`src/verilog/serial_pkg.sv`:
```
// package for the asynchronous serial slice: register map, field positions,
// reset values, baud and infrared timing, bus carriers.
// assumes a 125 MHz module clock and an AXI4-Lite master with 8-bit addresses.
package serial_pkg;

  // ----------------------------------------------------------------------
  // register indices (byte address is four times the index)
  // ----------------------------------------------------------------------
  localparam logic [2:0] IDX_BAUD_HIGH = 3'h0;
  localparam logic [2:0] IDX_BAUD_LOW = 3'h1;
  localparam logic [2:0] IDX_CONTROL = 3'h2;
  localparam logic [2:0] IDX_STATUS_ONE = 3'h4;
  localparam logic [2:0] IDX_STATUS_TWO = 3'h5;
  localparam logic [2:0] IDX_DATA_HIGH = 3'h6;
  localparam logic [2:0] IDX_DATA_LOW = 3'h7;

  // ----------------------------------------------------------------------
  // field positions
  // ----------------------------------------------------------------------
  localparam int RX_NINTH_POS = 7;
  localparam int TX_NINTH_POS = 6;
  localparam int TX_POL_POS = 4;
  localparam int RX_POL_POS = 3;
  localparam int CTL_NINE_POS = 0;
  localparam int CTL_PAR_EN_POS = 1;
  localparam int CTL_PAR_ODD_POS = 2;
  localparam int CTL_IR_EN_POS = 3;
  localparam int CTL_PW_POS = 4;

  // ----------------------------------------------------------------------
  // reset values and responses
  // ----------------------------------------------------------------------
  localparam logic [12:0] DIV_RESET = 13'h0000;
  localparam logic [1:0] RESP_OKAY = 2'h0;
  localparam logic [1:0] RESP_SLVERR = 2'h2;

  // ----------------------------------------------------------------------
  // baud and infrared timing
  // ----------------------------------------------------------------------
  localparam longint CLK_HZ = 125000000;
  localparam longint IR_MAX_BPS = 115200;
  localparam longint IR_MIN_BPS = 2400;
  localparam logic [12:0] IR_DIV_MIN = 13'(CLK_HZ / (16 * IR_MAX_BPS));
  localparam logic [12:0] IR_DIV_MAX = 13'(CLK_HZ / (16 * IR_MIN_BPS));
  localparam logic [3:0] PHASE_LAST = 4'hf;
  localparam logic [3:0] START_MID = 4'h7;
  localparam logic [4:0] STRETCH_LEN = 5'h10;
  localparam logic [4:0] PULSE_CENTRE = 5'h10;

  typedef enum logic [1:0] {PW_1_32, PW_1_16, PW_3_16, PW_1_4} pulse_width_t;

  // ----------------------------------------------------------------------
  // bus carriers
  // ----------------------------------------------------------------------
  typedef struct packed {
    logic awvalid;
    logic [7:0] awaddr;
    logic wvalid;
    logic [31:0] wdata;
    logic [3:0] wstrb;
    logic bready;
    logic arvalid;
    logic [7:0] araddr;
    logic rready;
  } axi_req_t;

  typedef struct packed {
    logic awready;
    logic wready;
    logic bvalid;
    logic [1:0] bresp;
    logic arready;
    logic rvalid;
    logic [31:0] rdata;
    logic [1:0] rresp;
  } axi_rsp_t;

endpackage : serial_pkg

```
`src/verilog/serial_unit.sv`:
```
// serial unit: data register pair, infrared encoder/decoder, frame engine,
// 13-bit baud generator, AXI4-Lite register slave.
// assumes RXD is already synchronous to CLK and one master on the bus.
//
// Chosen here: register access over AXI4-Lite.
`timescale 1ns/1ps

// Operation
// - nine-bit mode: received ninth bit appears at data high bit 7
// - nine-bit mode: data high bit 6 is sent as ninth data bit
// - reading data low returns receive buffer; writing loads transmit buffer
// - writes to the received ninth bit position are ignored
// - transmit ninth bit persists and is reused until rewritten
// - eight-bit characters need only the data low register
// - transmitter and receiver run independently from one baud generator
// - infrared: centred narrow pulse per zero bit, four selectable widths
// - transmit polarity picks high-going or low-going infrared pulse
// - receive polarity picks which narrow pulse level means zero
// - sixteen and thirty-two times baud enables time transmit pulses
// - infrared decoder uses only x16 enable and stretches pulses
// - infrared works only between 2.4 and 115.2 kbit/s
// - NRZ without infrared, return-to-zero-inverted with infrared
// - frame is start, eight or nine data bits, one stop bit
// - one data position may carry an address mark bit
// - baud generator is a 13-bit modulus counter, divisor 0 to 8191
// - receiver samples sixteen times per bit, transmitter at x16 over sixteen
// - line rate is module clock over sixteen times divisor
// - with parity enabled the data MSB carries parity
// - baud generator halts while divisor is zero
// - transmit polarity status two bit 4, receive polarity bit 3
module serial_unit
  import serial_pkg::*;
(
  input wire logic CLK,
  input wire logic SRST,
  input wire axi_req_t AXI_REQ,
  output axi_rsp_t AXI_RSP,
  input wire logic RXD,
  output logic TXD
);

  typedef enum logic [1:0] {T_IDLE, T_START, T_DATA, T_STOP} tx_state_t;
  typedef enum logic [1:0] {R_IDLE, R_START, R_DATA, R_STOP} rx_state_t;

  typedef struct packed {
    logic [12:0] div;
    logic [4:0] div_hi;
    logic [12:0] cnt;
    logic half;
    logic nine;
    logic par_en;
    logic par_odd;
    logic ir_en;
    pulse_width_t pw;
    logic tx_pol;
    logic rx_pol;
    logic [7:0] tx_buf;
    logic tx_ninth;
    logic tx_pend;
    tx_state_t tx_st;
    logic [8:0] tx_sh;
    logic [3:0] tx_bits;
    logic [3:0] tx_ph;
    logic txd;
    logic [7:0] rx_buf;
    logic rx_ninth;
    logic rx_full;
    logic rx_pe;
    logic rx_fe;
    rx_state_t rx_st;
    logic [8:0] rx_sh;
    logic [3:0] rx_bits;
    logic [3:0] rx_ph;
    logic [4:0] stretch;
    logic aw_have;
    logic [2:0] aw_idx;
    logic aw_ok;
    logic w_have;
    logic [7:0] wbyte;
    logic wlane;
    axi_rsp_t rsp;
  } state_t;

  state_t st_ff;
  state_t nxt_st;

  // ----------------------------------------------------------------------
  // decode helpers
  // ----------------------------------------------------------------------
  function automatic logic addr_mapped(input logic [7:0] a);
    addr_mapped = (a[7:5] == 3'h0) && (a[1:0] == 2'h0) && (a[4:2] != 3'h3);
  endfunction : addr_mapped

  function automatic logic in_pulse(input pulse_width_t w, input logic [4:0] p);
    unique case (w)
      PW_1_32: in_pulse = (p == PULSE_CENTRE);
      PW_1_16: in_pulse = (p >= PULSE_CENTRE - 5'h1) && (p <= PULSE_CENTRE);
      PW_3_16: in_pulse = (p >= PULSE_CENTRE - 5'h3) && (p <= PULSE_CENTRE + 5'h2);
      PW_1_4: in_pulse = (p >= PULSE_CENTRE - 5'h4) && (p <= PULSE_CENTRE + 5'h3);
    endcase
  endfunction : in_pulse

  // ----------------------------------------------------------------------
  // combinational terms shared by the next-state logic
  // ----------------------------------------------------------------------
  logic tick16;
  logic tick32;
  logic ir_on;
  logic rx_line;
  logic wr_fire;
  logic rd_fire;
  logic [2:0] rd_idx;
  logic [3:0] n_data;
  logic tx_bit;
  logic frame_done;

  // one modulus counter feeds both directions; x32 adds a mid-count tick
  always_comb begin
    tick16 = (st_ff.div != 13'h0) && (st_ff.cnt == st_ff.div);
    tick32 = tick16 || ((st_ff.div > 13'h1) && (st_ff.cnt == (st_ff.div >> 1)));
    ir_on = st_ff.ir_en && (st_ff.div >= IR_DIV_MIN) && (st_ff.div <= IR_DIV_MAX);
    rx_line = ir_on ? (st_ff.stretch == 5'h0) : (RXD ^ st_ff.rx_pol);
    n_data = st_ff.nine ? 4'h9 : 4'h8;
    wr_fire = st_ff.aw_have && st_ff.w_have && !st_ff.rsp.bvalid;
    rd_fire = AXI_REQ.arvalid && st_ff.rsp.arready;
    rd_idx = AXI_REQ.araddr[4:2];
    frame_done = tick16 && (st_ff.rx_st == R_STOP) && (st_ff.rx_ph == PHASE_LAST);
    unique case (st_ff.tx_st)
      T_START: tx_bit = 1'b0;
      T_DATA: tx_bit = st_ff.tx_sh[0];
      default: tx_bit = 1'b1;
    endcase
  end

  // ----------------------------------------------------------------------
  // next state
  // ----------------------------------------------------------------------
  always_comb begin
    logic [8:0] load;
    logic [7:0] rd;
    logic [7:0] rdat;
    logic rninth;
    load = 9'h0;
    rd = 8'h0;
    rdat = 8'h0;
    rninth = 1'b0;
    nxt_st = st_ff;

    // baud counter counts 1..div; divisor zero holds it still
    if (st_ff.div == 13'h0) begin
      nxt_st.cnt = 13'h1;
      nxt_st.half = 1'b0;
    end else begin
      nxt_st.cnt = tick16 ? 13'h1 : st_ff.cnt + 13'h1;
      if (tick16) begin
        nxt_st.half = 1'b0;
      end else if (tick32) begin
        nxt_st.half = 1'b1;
      end
    end

    // transmitter, stepped only by x16 ticks, sixteen per bit
    if (tick16) begin
      nxt_st.tx_ph = st_ff.tx_ph + 4'h1;
      unique case (st_ff.tx_st)
        T_IDLE: begin
          nxt_st.tx_ph = 4'h0;
          if (st_ff.tx_pend) begin
            load = {st_ff.tx_ninth, st_ff.tx_buf};
            if (st_ff.par_en && st_ff.nine) begin
              load[8] = (^load[7:0]) ^ st_ff.par_odd;
            end else if (st_ff.par_en) begin
              load[7] = (^load[6:0]) ^ st_ff.par_odd;
            end
            nxt_st.tx_sh = load;
            nxt_st.tx_pend = 1'b0;
            nxt_st.tx_st = T_START;
          end
        end
        T_START: begin
          if (st_ff.tx_ph == PHASE_LAST) begin
            nxt_st.tx_st = T_DATA;
            nxt_st.tx_bits = 4'h0;
          end
        end
        T_DATA: begin
          if (st_ff.tx_ph == PHASE_LAST) begin
            nxt_st.tx_sh = {1'b0, st_ff.tx_sh[8:1]};
            nxt_st.tx_bits = st_ff.tx_bits + 4'h1;
            if (st_ff.tx_bits == n_data - 4'h1) begin
              nxt_st.tx_st = T_STOP;
            end
          end
        end
        T_STOP: begin
          if (st_ff.tx_ph == PHASE_LAST) begin
            nxt_st.tx_st = T_IDLE;
          end
        end
      endcase
    end

    // line encoder: centred pulse on zero bits in infrared, plain level else
    if (ir_on) begin
      nxt_st.txd = ((!tx_bit) && in_pulse(st_ff.pw, {st_ff.tx_ph, st_ff.half}))
                   ^ st_ff.tx_pol;
    end else begin
      nxt_st.txd = tx_bit ^ st_ff.tx_pol;
    end

    // pulse stretcher: any active level reloads a one-bit-long zero
    if (RXD ^ st_ff.rx_pol) begin
      nxt_st.stretch = STRETCH_LEN;
    end else if (tick16 && st_ff.stretch != 5'h0) begin
      nxt_st.stretch = st_ff.stretch - 5'h1;
    end

    // receiver, sampling the line on every x16 tick
    if (tick16) begin
      nxt_st.rx_ph = st_ff.rx_ph + 4'h1;
      unique case (st_ff.rx_st)
        R_IDLE: begin
          nxt_st.rx_ph = 4'h0;
          if (!rx_line) begin
            nxt_st.rx_st = R_START;
          end
        end
        R_START: begin
          if (st_ff.rx_ph == START_MID) begin
            // a start bit that is gone at mid-bit was a glitch
            nxt_st.rx_st = rx_line ? R_IDLE : R_DATA;
            nxt_st.rx_ph = 4'h0;
            nxt_st.rx_bits = 4'h0;
          end
        end
        R_DATA: begin
          if (st_ff.rx_ph == PHASE_LAST) begin
            nxt_st.rx_sh = {rx_line, st_ff.rx_sh[8:1]};
            nxt_st.rx_bits = st_ff.rx_bits + 4'h1;
            if (st_ff.rx_bits == n_data - 4'h1) begin
              nxt_st.rx_st = R_STOP;
            end
          end
        end
        R_STOP: begin
          if (st_ff.rx_ph == PHASE_LAST) begin
            nxt_st.rx_st = R_IDLE;
          end
        end
      endcase
    end

    // read side effect first, so a frame landing the same cycle wins
    if (rd_fire && addr_mapped(AXI_REQ.araddr) && rd_idx == IDX_DATA_LOW) begin
      nxt_st.rx_full = 1'b0;
    end
    if (frame_done && !nxt_st.rx_full) begin
      rdat = st_ff.nine ? st_ff.rx_sh[7:0] : st_ff.rx_sh[8:1];
      rninth = st_ff.nine && st_ff.rx_sh[8];
      nxt_st.rx_buf = rdat;
      nxt_st.rx_ninth = rninth;
      nxt_st.rx_full = 1'b1;
      nxt_st.rx_fe = !rx_line;
      nxt_st.rx_pe = st_ff.par_en && (((^rdat) ^ rninth) != st_ff.par_odd);
    end

    // write channels are taken independently, then applied together
    if (AXI_REQ.awvalid && st_ff.rsp.awready) begin
      nxt_st.aw_have = 1'b1;
      nxt_st.aw_idx = AXI_REQ.awaddr[4:2];
      nxt_st.aw_ok = addr_mapped(AXI_REQ.awaddr);
    end
    if (AXI_REQ.wvalid && st_ff.rsp.wready) begin
      nxt_st.w_have = 1'b1;
      nxt_st.wbyte = AXI_REQ.wdata[7:0];
      nxt_st.wlane = AXI_REQ.wstrb[0];
    end
    if (wr_fire) begin
      nxt_st.aw_have = 1'b0;
      nxt_st.w_have = 1'b0;
      nxt_st.rsp.bvalid = 1'b1;
      nxt_st.rsp.bresp = st_ff.aw_ok ? RESP_OKAY : RESP_SLVERR;
      if (st_ff.aw_ok && st_ff.wlane) begin
        unique case (st_ff.aw_idx)
          IDX_BAUD_HIGH: nxt_st.div_hi = st_ff.wbyte[4:0];
          // the high half only takes effect with the low write
          IDX_BAUD_LOW: nxt_st.div = {st_ff.div_hi, st_ff.wbyte};
          IDX_CONTROL: begin
            nxt_st.nine = st_ff.wbyte[CTL_NINE_POS];
            nxt_st.par_en = st_ff.wbyte[CTL_PAR_EN_POS];
            nxt_st.par_odd = st_ff.wbyte[CTL_PAR_ODD_POS];
            nxt_st.ir_en = st_ff.wbyte[CTL_IR_EN_POS];
            nxt_st.pw = pulse_width_t'(st_ff.wbyte[CTL_PW_POS +: 2]);
          end
          IDX_STATUS_TWO: begin
            nxt_st.tx_pol = st_ff.wbyte[TX_POL_POS];
            nxt_st.rx_pol = st_ff.wbyte[RX_POL_POS];
          end
          // received ninth bit is not writable here
          IDX_DATA_HIGH: nxt_st.tx_ninth = st_ff.wbyte[TX_NINTH_POS];
          IDX_DATA_LOW: begin
            nxt_st.tx_buf = st_ff.wbyte;
            nxt_st.tx_pend = 1'b1;
          end
          default: ;
        endcase
      end
    end
    if (st_ff.rsp.bvalid && AXI_REQ.bready) begin
      nxt_st.rsp.bvalid = 1'b0;
    end
    nxt_st.rsp.awready = !nxt_st.aw_have && !nxt_st.rsp.bvalid;
    nxt_st.rsp.wready = !nxt_st.w_have && !nxt_st.rsp.bvalid;

    // read answer one cycle after address acceptance
    if (rd_fire) begin
      unique case (rd_idx)
        IDX_BAUD_HIGH: rd = {3'h0, st_ff.div[12:8]};
        IDX_BAUD_LOW: rd = st_ff.div[7:0];
        IDX_CONTROL: rd = {2'h0, st_ff.pw, st_ff.ir_en, st_ff.par_odd, st_ff.par_en,
                           st_ff.nine};
        IDX_STATUS_ONE: rd = {4'h0, st_ff.rx_fe, st_ff.rx_pe, !st_ff.tx_pend,
                              st_ff.rx_full};
        IDX_STATUS_TWO: rd = {3'h0, st_ff.tx_pol, st_ff.rx_pol, 2'h0,
                              st_ff.rx_st != R_IDLE};
        IDX_DATA_HIGH: rd = {st_ff.rx_ninth, st_ff.tx_ninth, 6'h0};
        IDX_DATA_LOW: rd = st_ff.rx_buf;
        default: rd = 8'h0;
      endcase
      nxt_st.rsp.rvalid = 1'b1;
      nxt_st.rsp.rdata = addr_mapped(AXI_REQ.araddr) ? {24'h0, rd} : 32'h0;
      nxt_st.rsp.rresp = addr_mapped(AXI_REQ.araddr) ? RESP_OKAY : RESP_SLVERR;
    end else if (st_ff.rsp.rvalid && AXI_REQ.rready) begin
      nxt_st.rsp.rvalid = 1'b0;
    end
    nxt_st.rsp.arready = !nxt_st.rsp.rvalid;
  end

  // ----------------------------------------------------------------------
  // state register
  // ----------------------------------------------------------------------
  always_ff @(posedge CLK) begin
    if (SRST) begin
      st_ff <= '0;
      st_ff.div <= DIV_RESET;
      st_ff.cnt <= 13'h1;
      st_ff.txd <= 1'b1;
      st_ff.rsp.awready <= 1'b1;
      st_ff.rsp.wready <= 1'b1;
      st_ff.rsp.arready <= 1'b1;
    end else begin
      st_ff <= nxt_st;
    end
  end

  assign AXI_RSP = st_ff.rsp;
  assign TXD = st_ff.txd;

  // ----------------------------------------------------------------------
  // checks
  // ----------------------------------------------------------------------
  a_baud_halt_zero: assert property (@(posedge CLK) disable iff (SRST)
    (st_ff.div == 13'h0 && !wr_fire) |=> ($stable(st_ff.tx_st) && $stable(st_ff.rx_st)))
    else $error("serial engines moved with zero divisor");
  a_baud_period_two: assert property (@(posedge CLK) disable iff (SRST)
    (tick16 && st_ff.div == 13'h2 && !wr_fire) |=> !tick16 ##1 (tick16 || $past(wr_fire)))
    else $error("baud period wrong");
  a_rx_ninth_locked: assert property (@(posedge CLK) disable iff (SRST)
    (wr_fire && st_ff.aw_idx == IDX_DATA_HIGH && !frame_done) |=> $stable(st_ff.rx_ninth))
    else $error("write changed received ninth bit");
  a_tx_ninth_persist: assert property (@(posedge CLK) disable iff (SRST)
    !(wr_fire && st_ff.aw_idx == IDX_DATA_HIGH) |=> $stable(st_ff.tx_ninth))
    else $error("transmit ninth bit changed unasked");
  a_data_read_rx: assert property (@(posedge CLK) disable iff (SRST)
    (rd_fire && AXI_REQ.araddr == {3'h0, IDX_DATA_LOW, 2'h0}) |=>
    (AXI_RSP.rvalid && AXI_RSP.rdata[7:0] == $past(st_ff.rx_buf)))
    else $error("data read did not return receive buffer");
  a_ir_one_rest: assert property (@(posedge CLK) disable iff (SRST)
    (ir_on && tx_bit) |=> (TXD == $past(st_ff.tx_pol))) else $error("pulse on a one bit");
  a_nrz_stop_mark: assert property (@(posedge CLK) disable iff (SRST)
    (!ir_on && st_ff.tx_st == T_STOP) |=> (TXD == !$past(st_ff.tx_pol)))
    else $error("stop bit not at mark");
  a_frame_sets_full: assert property (@(posedge CLK) disable iff (SRST)
    (frame_done && !st_ff.rx_full) |=> st_ff.rx_full) else $error("frame lost");
  a_stretch_hold: assert property (@(posedge CLK) disable iff (SRST)
    (ir_on && (RXD ^ st_ff.rx_pol)) |=> (st_ff.stretch == STRETCH_LEN))
    else $error("pulse not stretched");

endmodule : serial_unit

```
`config.mk`:
```
export PLATFORM = sky130hd
export DESIGN_NAME = serial_unit
export DESIGN_NICKNAME = d
export VERILOG_FILES = /design/src/verilog/serial_pkg.sv /design/src/verilog/serial_unit.sv
export SDC_FILE = /design/constraint.sdc
export NUM_CORES = 1
export LEC_CHECK = 0
export BUFFER_PORTS_ARGS = -buffer_cell sky130_fd_sc_hd__buf_4
export CAP_MARGIN = 20
export CORE_AREA = 2 2 94 163
export CTS_BUF_LIST = sky130_fd_sc_hd__clkbuf_2
export DETAILED_ROUTE_END_ITERATION = 7
export DIE_AREA = 0 0 96 165
export PLACE_DENSITY = 0.78
export SYNTH_ARGS = -nofsm -noshare
export SYNTH_HDL_FRONTEND = slang
export SYNTH_SLANG_ARGS = --single-unit
```
`constraint.sdc`:
```
create_clock -name CLK -period 2.17 [get_ports CLK]
set_input_delay 0.217 -clock CLK [delete_from_list [all_inputs] [get_ports CLK]]
set_output_delay 0.217 -clock CLK [all_outputs]
set_load 0.01 [all_outputs]
```
Word level (Yosys, flattened, before mapping)

Index checks and enable logic that the tools add are counted.

Word-level logic and storage cells: 234
Output and inout port bits: 42
Register bits after elaboration: 162

Multiplexer cells: 51
Add/subtract/negate cells: 7
Equal/unequal tests: 41
Reduce and logical (&&, ||, !) cells: 76
Order comparisons: 9
Bitwise operators: 6

Operator list:

| kind                  | count |
|---|---|
| $pmux 8 s7            | 1 |
| $logic_and 1x1->1     | 31 |
| $mux 15               | 2 |
| $mux 8                | 3 |
| $pmux 4 s2            | 3 |
| $eq 3x3->1 const B    | 7 |
| $reduce_and 3->1      | 7 |
| $mux 2                | 10 |
| $mux 20               | 1 |
| $ne 2x2->1 const B    | 9 |
| $pmux 9 s2            | 1 |
| $mux 1                | 17 |
| $add 4x1->4 const B   | 4 |
| $pmux 2 s4            | 2 |
| $reduce_xor 8->1      | 2 |
| $ge 5x4->1 const B    | 3 |
| $le 5x5->1 const B    | 3 |
| $mux 5                | 3 |
| $add 13x1->13 const B | 1 |
| $eq 13x12->1          | 1 |
| $eq 13x13->1          | 1 |
| $ge 13x7->1 const B   | 1 |
| $gt 13x1->1 const B   | 1 |
| $le 13x12->1 const B  | 1 |
| 34 further kinds      | 75 |

Depth between registers and ports, before layout

Depth in word-level cells: 10
Mapped depth: 10
Gate-level depth less buffers: 9

Worst setup path before layout

OpenSTA, ideal clock, no wires.

Kind: reg2reg
From: register st_ff[149] (netlist name)
To: register st_ff[70] (netlist name)
Setup slack: 0.051 ns
Arrival time: 1.992 ns
Stages on the path, launching flop included: 11
Period minus slack after synthesis: 2.119 ns
Setup time: 0.128 ns
Cell sequence: dfxtp_1 -> clkbuf_1 -> xnor2_1 -> nand4_1 -> nor4_2 -> nand4_1 -> buf_2 -> nor3_2 -> buf_4 -> mux2i_1 -> nor2_1

Longest elaborated chain between the ends: 3

Ends and longest elaborated chain:

| element                                                   | RTL line           | RTL |
|---|---|---|
| start: declaration                                        | serial_unit.sv:84  | `state_t st_ff;` |
| start signal: assignment                                  | serial_unit.sv:352 | `st_ff <= nxt_st;` |
| $eq 13x13->1 / $reduce_bool 13->1 (equally long branches) | serial_unit.sv:119 | `tick16 = (st_ff.div != 13'h0) && (st_ff.cnt == st_ff.div);` |
| $logic_and 1x1->1 *                                       | serial_unit.sv:119 |  |
| $reduce_and 3->1 (no source line) *                       | -                  |  |

Mark *: on every way between the ends. The rest lies on a longest branch, timed or not.
A chain may end at the register's enable or synchronous reset.

Worst setup path in the final report

From: register st_ff[157] (netlist name)
To: register st_ff, in the netlist TXD

Longest elaborated chain between the ends: 4

Ends and longest elaborated chain:

| element             | RTL line           | RTL |
|---|---|---|
| $ge 13x7->1         | serial_unit.sv:121 | `ir_on = st_ff.ir_en && (st_ff.div >= IR_DIV_MIN) && (st_ff.div <= IR_DIV_MAX);` |
| $logic_and 1x1->1   | serial_unit.sv:121 |  |
| $logic_and 1x1->1 * | serial_unit.sv:121 |  |
| $mux 1 *            | serial_unit.sv:204 | `if (ir_on) begin` |

Marked as above.

==> out/summary.md <==
The flow ran to the end, but the final reports show violations. The final reports fail on setup timing. The tools report the total count of hold-check failures in the final report as 0. After detailed routing, the total wire length is 18100 um.

STA classifies the critical path endpoint as a register. The total area inside the core boundary comes to 14400 sq um. Setup repair after global routing could not meet its margin everywhere. Counting distinct cell types in the post-synthesis netlist gives 69. Entering global routing, the biggest net connects 115 pins.

Counting flops with an async set or reset pin after synthesis yields a share of 0%. The origin of the worst setup path is st_ff[157]$_SDFFE_PP0P_. After legalization and detailed placement, the total HPWL measured 12100 um.

The global-route wire length before repair is 29000 um. The overall via count from detail_route was 6377; the share of the synthesized area in the top cell type was 38.2%. CTS root buffer: clkbuf_2.

After filler insertion, the fill cell instance count of the layout stands at 1157. TritonCTS built the clock tree. The via count of the first global-routing pass is 6178. The run gives 38.2% as the sequential cell area fraction in the yosys report. Clock tree synthesis inserted a total of 17 buffers. The area added between synthesis and finish was 23.1%.

Final standard cell count with taps included and fillers excluded: 1162. The detail route stage leaves a number of antenna-violating nets equal to 0. The top fanout value on the critical path is 5.

The logs give 136 for the total number of clock tree sinks and 0 for the number of pins exceeding their max-slew limit in the final report. The maximum clock skew at final layout came out at 42.9 ps. The final net count was 1041. The largest individual stage delay along the critical path comes from the cell or4_4. The floorplan die width is 96 um, and the iteration-0 DRC count of the detailed router is 433. The total of max-cap violations is 0. Clock-pin slew was measured on the worst setup and hold paths at 230 ps. The mean instance size in the synthesized netlist came out at 8.42 sq um. The worst register-to-register path begins at st_ff[157]$_SDFFE_PP0P_. The biggest area contributor in the post-synthesis netlist is dfxtp_1. The total of buffers placed on input and output ports was 48. The worst-case IR drop observed on VDD is 0.459 mV. The number of antenna violations at the first check in global routing was 1; the ratio of total power to cell area was 528 nW/um^2.

The logs give 0.901 for the placer congestion estimate and 102 for the number of placed I/O pins. The count of cells along the worst register-to-register path is 6, and the height of the chip is 165 um. The run gives 60.9% as the tightest slew margin relative to the limit. Beginning of the worst hold path: AXI_REQ[3]. The tools report the critical path launch point type as a register. Walking the worst path, the cells encountered are or4_4 -> nor3_4 -> buf_4 -> a2111o_1 -> mux2i_1 -> mux2i_1. The H-tree depth reported by CTS is 4, and the post-placement cell count is 1069. The pre-antenna-repair detailed-routing pass consisted of 5 iterations. On the worst path, the slowest cell contributes a delay of 550 ps. The setup path with the least slack is of type register to register. Global routing consumed, over all layers together, 23.5% of the routing resources. After detailed routing, the average wire length per cell comes to 15.6 um. The run gives 0 as the number of synthesis warnings. Counting instances, the worst hold path has a depth of 5.

The longest clock path from root to sink contains 2 buffers. At the worst endpoint, the required time is 2810 ps. After technology mapping, the gate count stands at 847.

The number of vias per cell after detailed routing works out to 5.49. Shortest period the worst path allows: 2180 ps. OpenSTA, run right after detailed placement, puts the worst setup slack at -232 ps.

The effective utilization at floorplan came out at 49.4%. In the final layout, the share of cells above drive strength 1 is 21.7%. The total setup violations reported at the end of the flow came out at 1. Upper clock frequency limit: 458 MHz. The overflow left after global routing was 0.

The most numerous cell type found on the critical path is mux2i_1. The predominant post-synthesis flop cell was dfxtp_1. The total DRC errors in the routed layout came out at 0.

The later pin in the worst-skew pair is clocked with a latency of 740 ps. The die covers 15800 sq um. The arrival time of data at the critical path endpoint was 2820 ps; the actual transition at the worst max-transition pin was 585 ps. The cell area after synthesis was 7130 sq um.

The share of the clock period used by the worst path after layout came out at 101%. Yosys attributes the largest share of cell area to dfxtp_1 38%, mux2i_1 7.6%, nor2_1 5.6%, nand2_1 5.1%, buf_4 4.7%. The worst setup margin was -11.3 ps; the sum of negative setup slack was -11.3 ps. Counting flops with a built-in enable in the synthesized netlist gives 0. For this design the static power due to leakage is 0.00358 uW.

The floorplan row count was 58. The tightest min-delay check is of the primary input to register type. The synthesized design contains 136 register bits.
[where the power goes]
group | internal (uW) | switching (uW)
Sequential | 2530 | 41.6
Clock | 680 | 1050
Combinational | 158 | 174
[state kept, by name, indices dropped and copies added, names as in the netlist]
signal and count:
st_ff 120, AXI_RSP 15, TXD 1
[worst max-delay path: cells and delay by family, from the launching register on]
family,cells,cell delay (ps)
compound gates,1,240
buf+inv,1,150
flops,1,410
mux,2,570
simple gates,2,720
[final timing paths]
kind                                  end  slack (ps)
hold reg to reg   st_ff[157]$_SDFFE_PP0P_         450
setup reg to reg           TXD$_SDFF_PP1_         -10
setup / recovery           TXD$_SDFF_PP1_         -10
hold / removal    AXI_RSP[2]$_SDFFE_PP0P_          40
[cells in the mapped netlist, drive strengths merged, types with 6 or more instances]
| library cell | count |
|---|---|
| nor3 | 17 |
| nor4 | 11 |
| mux2 | 15 |
| o21ai | 20 |
| a22oi | 6 |
| xor2 | 23 |
| inv | 19 |
| nand2 | 97 |
| nor2b | 8 |
| a211oi | 6 |
| clkbuf | 36 |
| a31oi | 7 |
| nand4 | 16 |
| mux2i | 54 |
| ha | 13 |
| and3 | 7 |
| nand3 | 37 |
| xnor2 | 35 |
| buf | 57 |
| dfxtp | 136 |
| nor2 | 108 |
| a21oi | 63 |
[layer usage]
layer | up-vias | wire length, um | track usage [%]
li1 | 3100 | - | -
met1 | 3014 | 6820 | 24.6
met2 | 199 | 9880 | 43.2
met3 | 64 | 601 | 3.65
met4 | 0 | 826 | 13.1
met5 | - | 0 | 0
[timing repair]
item / 4_1_cts / 5_1_grt
endpoints found under the setup margin: 52 / 69
gates cloned: 2 / 0
hold buffers: 45 / 0
resized for setup: 20 / 19
setup buffers: 6 / 8
pin swaps: 10 / 16
endpoints found under the hold margin: 33 / 0
[cells by family after synthesis]
family,synth area share [%]
AND/OR/NAND/NOR,22.1
multiplexers,10.3
XOR/XNOR,7.12
other,0.0526
flip-flops,38.2
buffers and inverters,8.70
adder cells (fa/ha/maj),2.28
AO/OA/AOI/OAI,11.3
[through the flow]
stage	area, sq um	util, %	power [uW]	hold WS (ps)
2_1_floorplan	7230	-	2810	353
3_3_place_gp	7790	53.9	2870	443
3_5_place_dp	7790	53.9	2870	447
4_1_cts	8660	60.0	4640	25.3
5_1_grt	8780	60.8	4800	17.0
6_report	8780	60.8	4640	35.5
[cells in the final DEF, fill, tap and decap left out, drive strengths merged, types with 2 or more instances in the layout]
master / count
a211oi: 6
a21oi: 63
a22o: 2
a22oi: 6
a311oi: 3
a31oi: 7
and2: 3
and3: 7
buf: 123
bufinv: 3
clkbuf: 18
clkinvlp: 2
conb: 26
dfxtp: 136
dlygate4sd3: 45
ha: 13
inv: 27
mux2: 15
mux2i: 54
nand2: 98
nand2b: 4
nand3: 37
nand3b: 3
nand4: 16
nor2: 108
nor2b: 8
nor3: 18
nor3b: 2
nor4: 11
o211ai: 4
o21a: 2
o21ai: 20
o22ai: 4
or2: 3
or3: 3
or4: 3
xnor2: 35
xor2: 23
[area by class of cell]
type | count | area [sq um] | area share (%)
tap | 180 | 225 | 2.57
multi-input combinational | 626 | 4000 | 45.6
clock inverter | 14 | 184 | 2.10
antenna | 1 | 2.50 | 0.0285
sequential | 136 | 2740 | 31.2
timing repair buffer | 168 | 1460 | 16.7
inverter | 19 | 71.3 | 0.813
clock buffer | 18 | 90.1 | 1.03
Note: power is estimated with default switching activity, not from simulation.
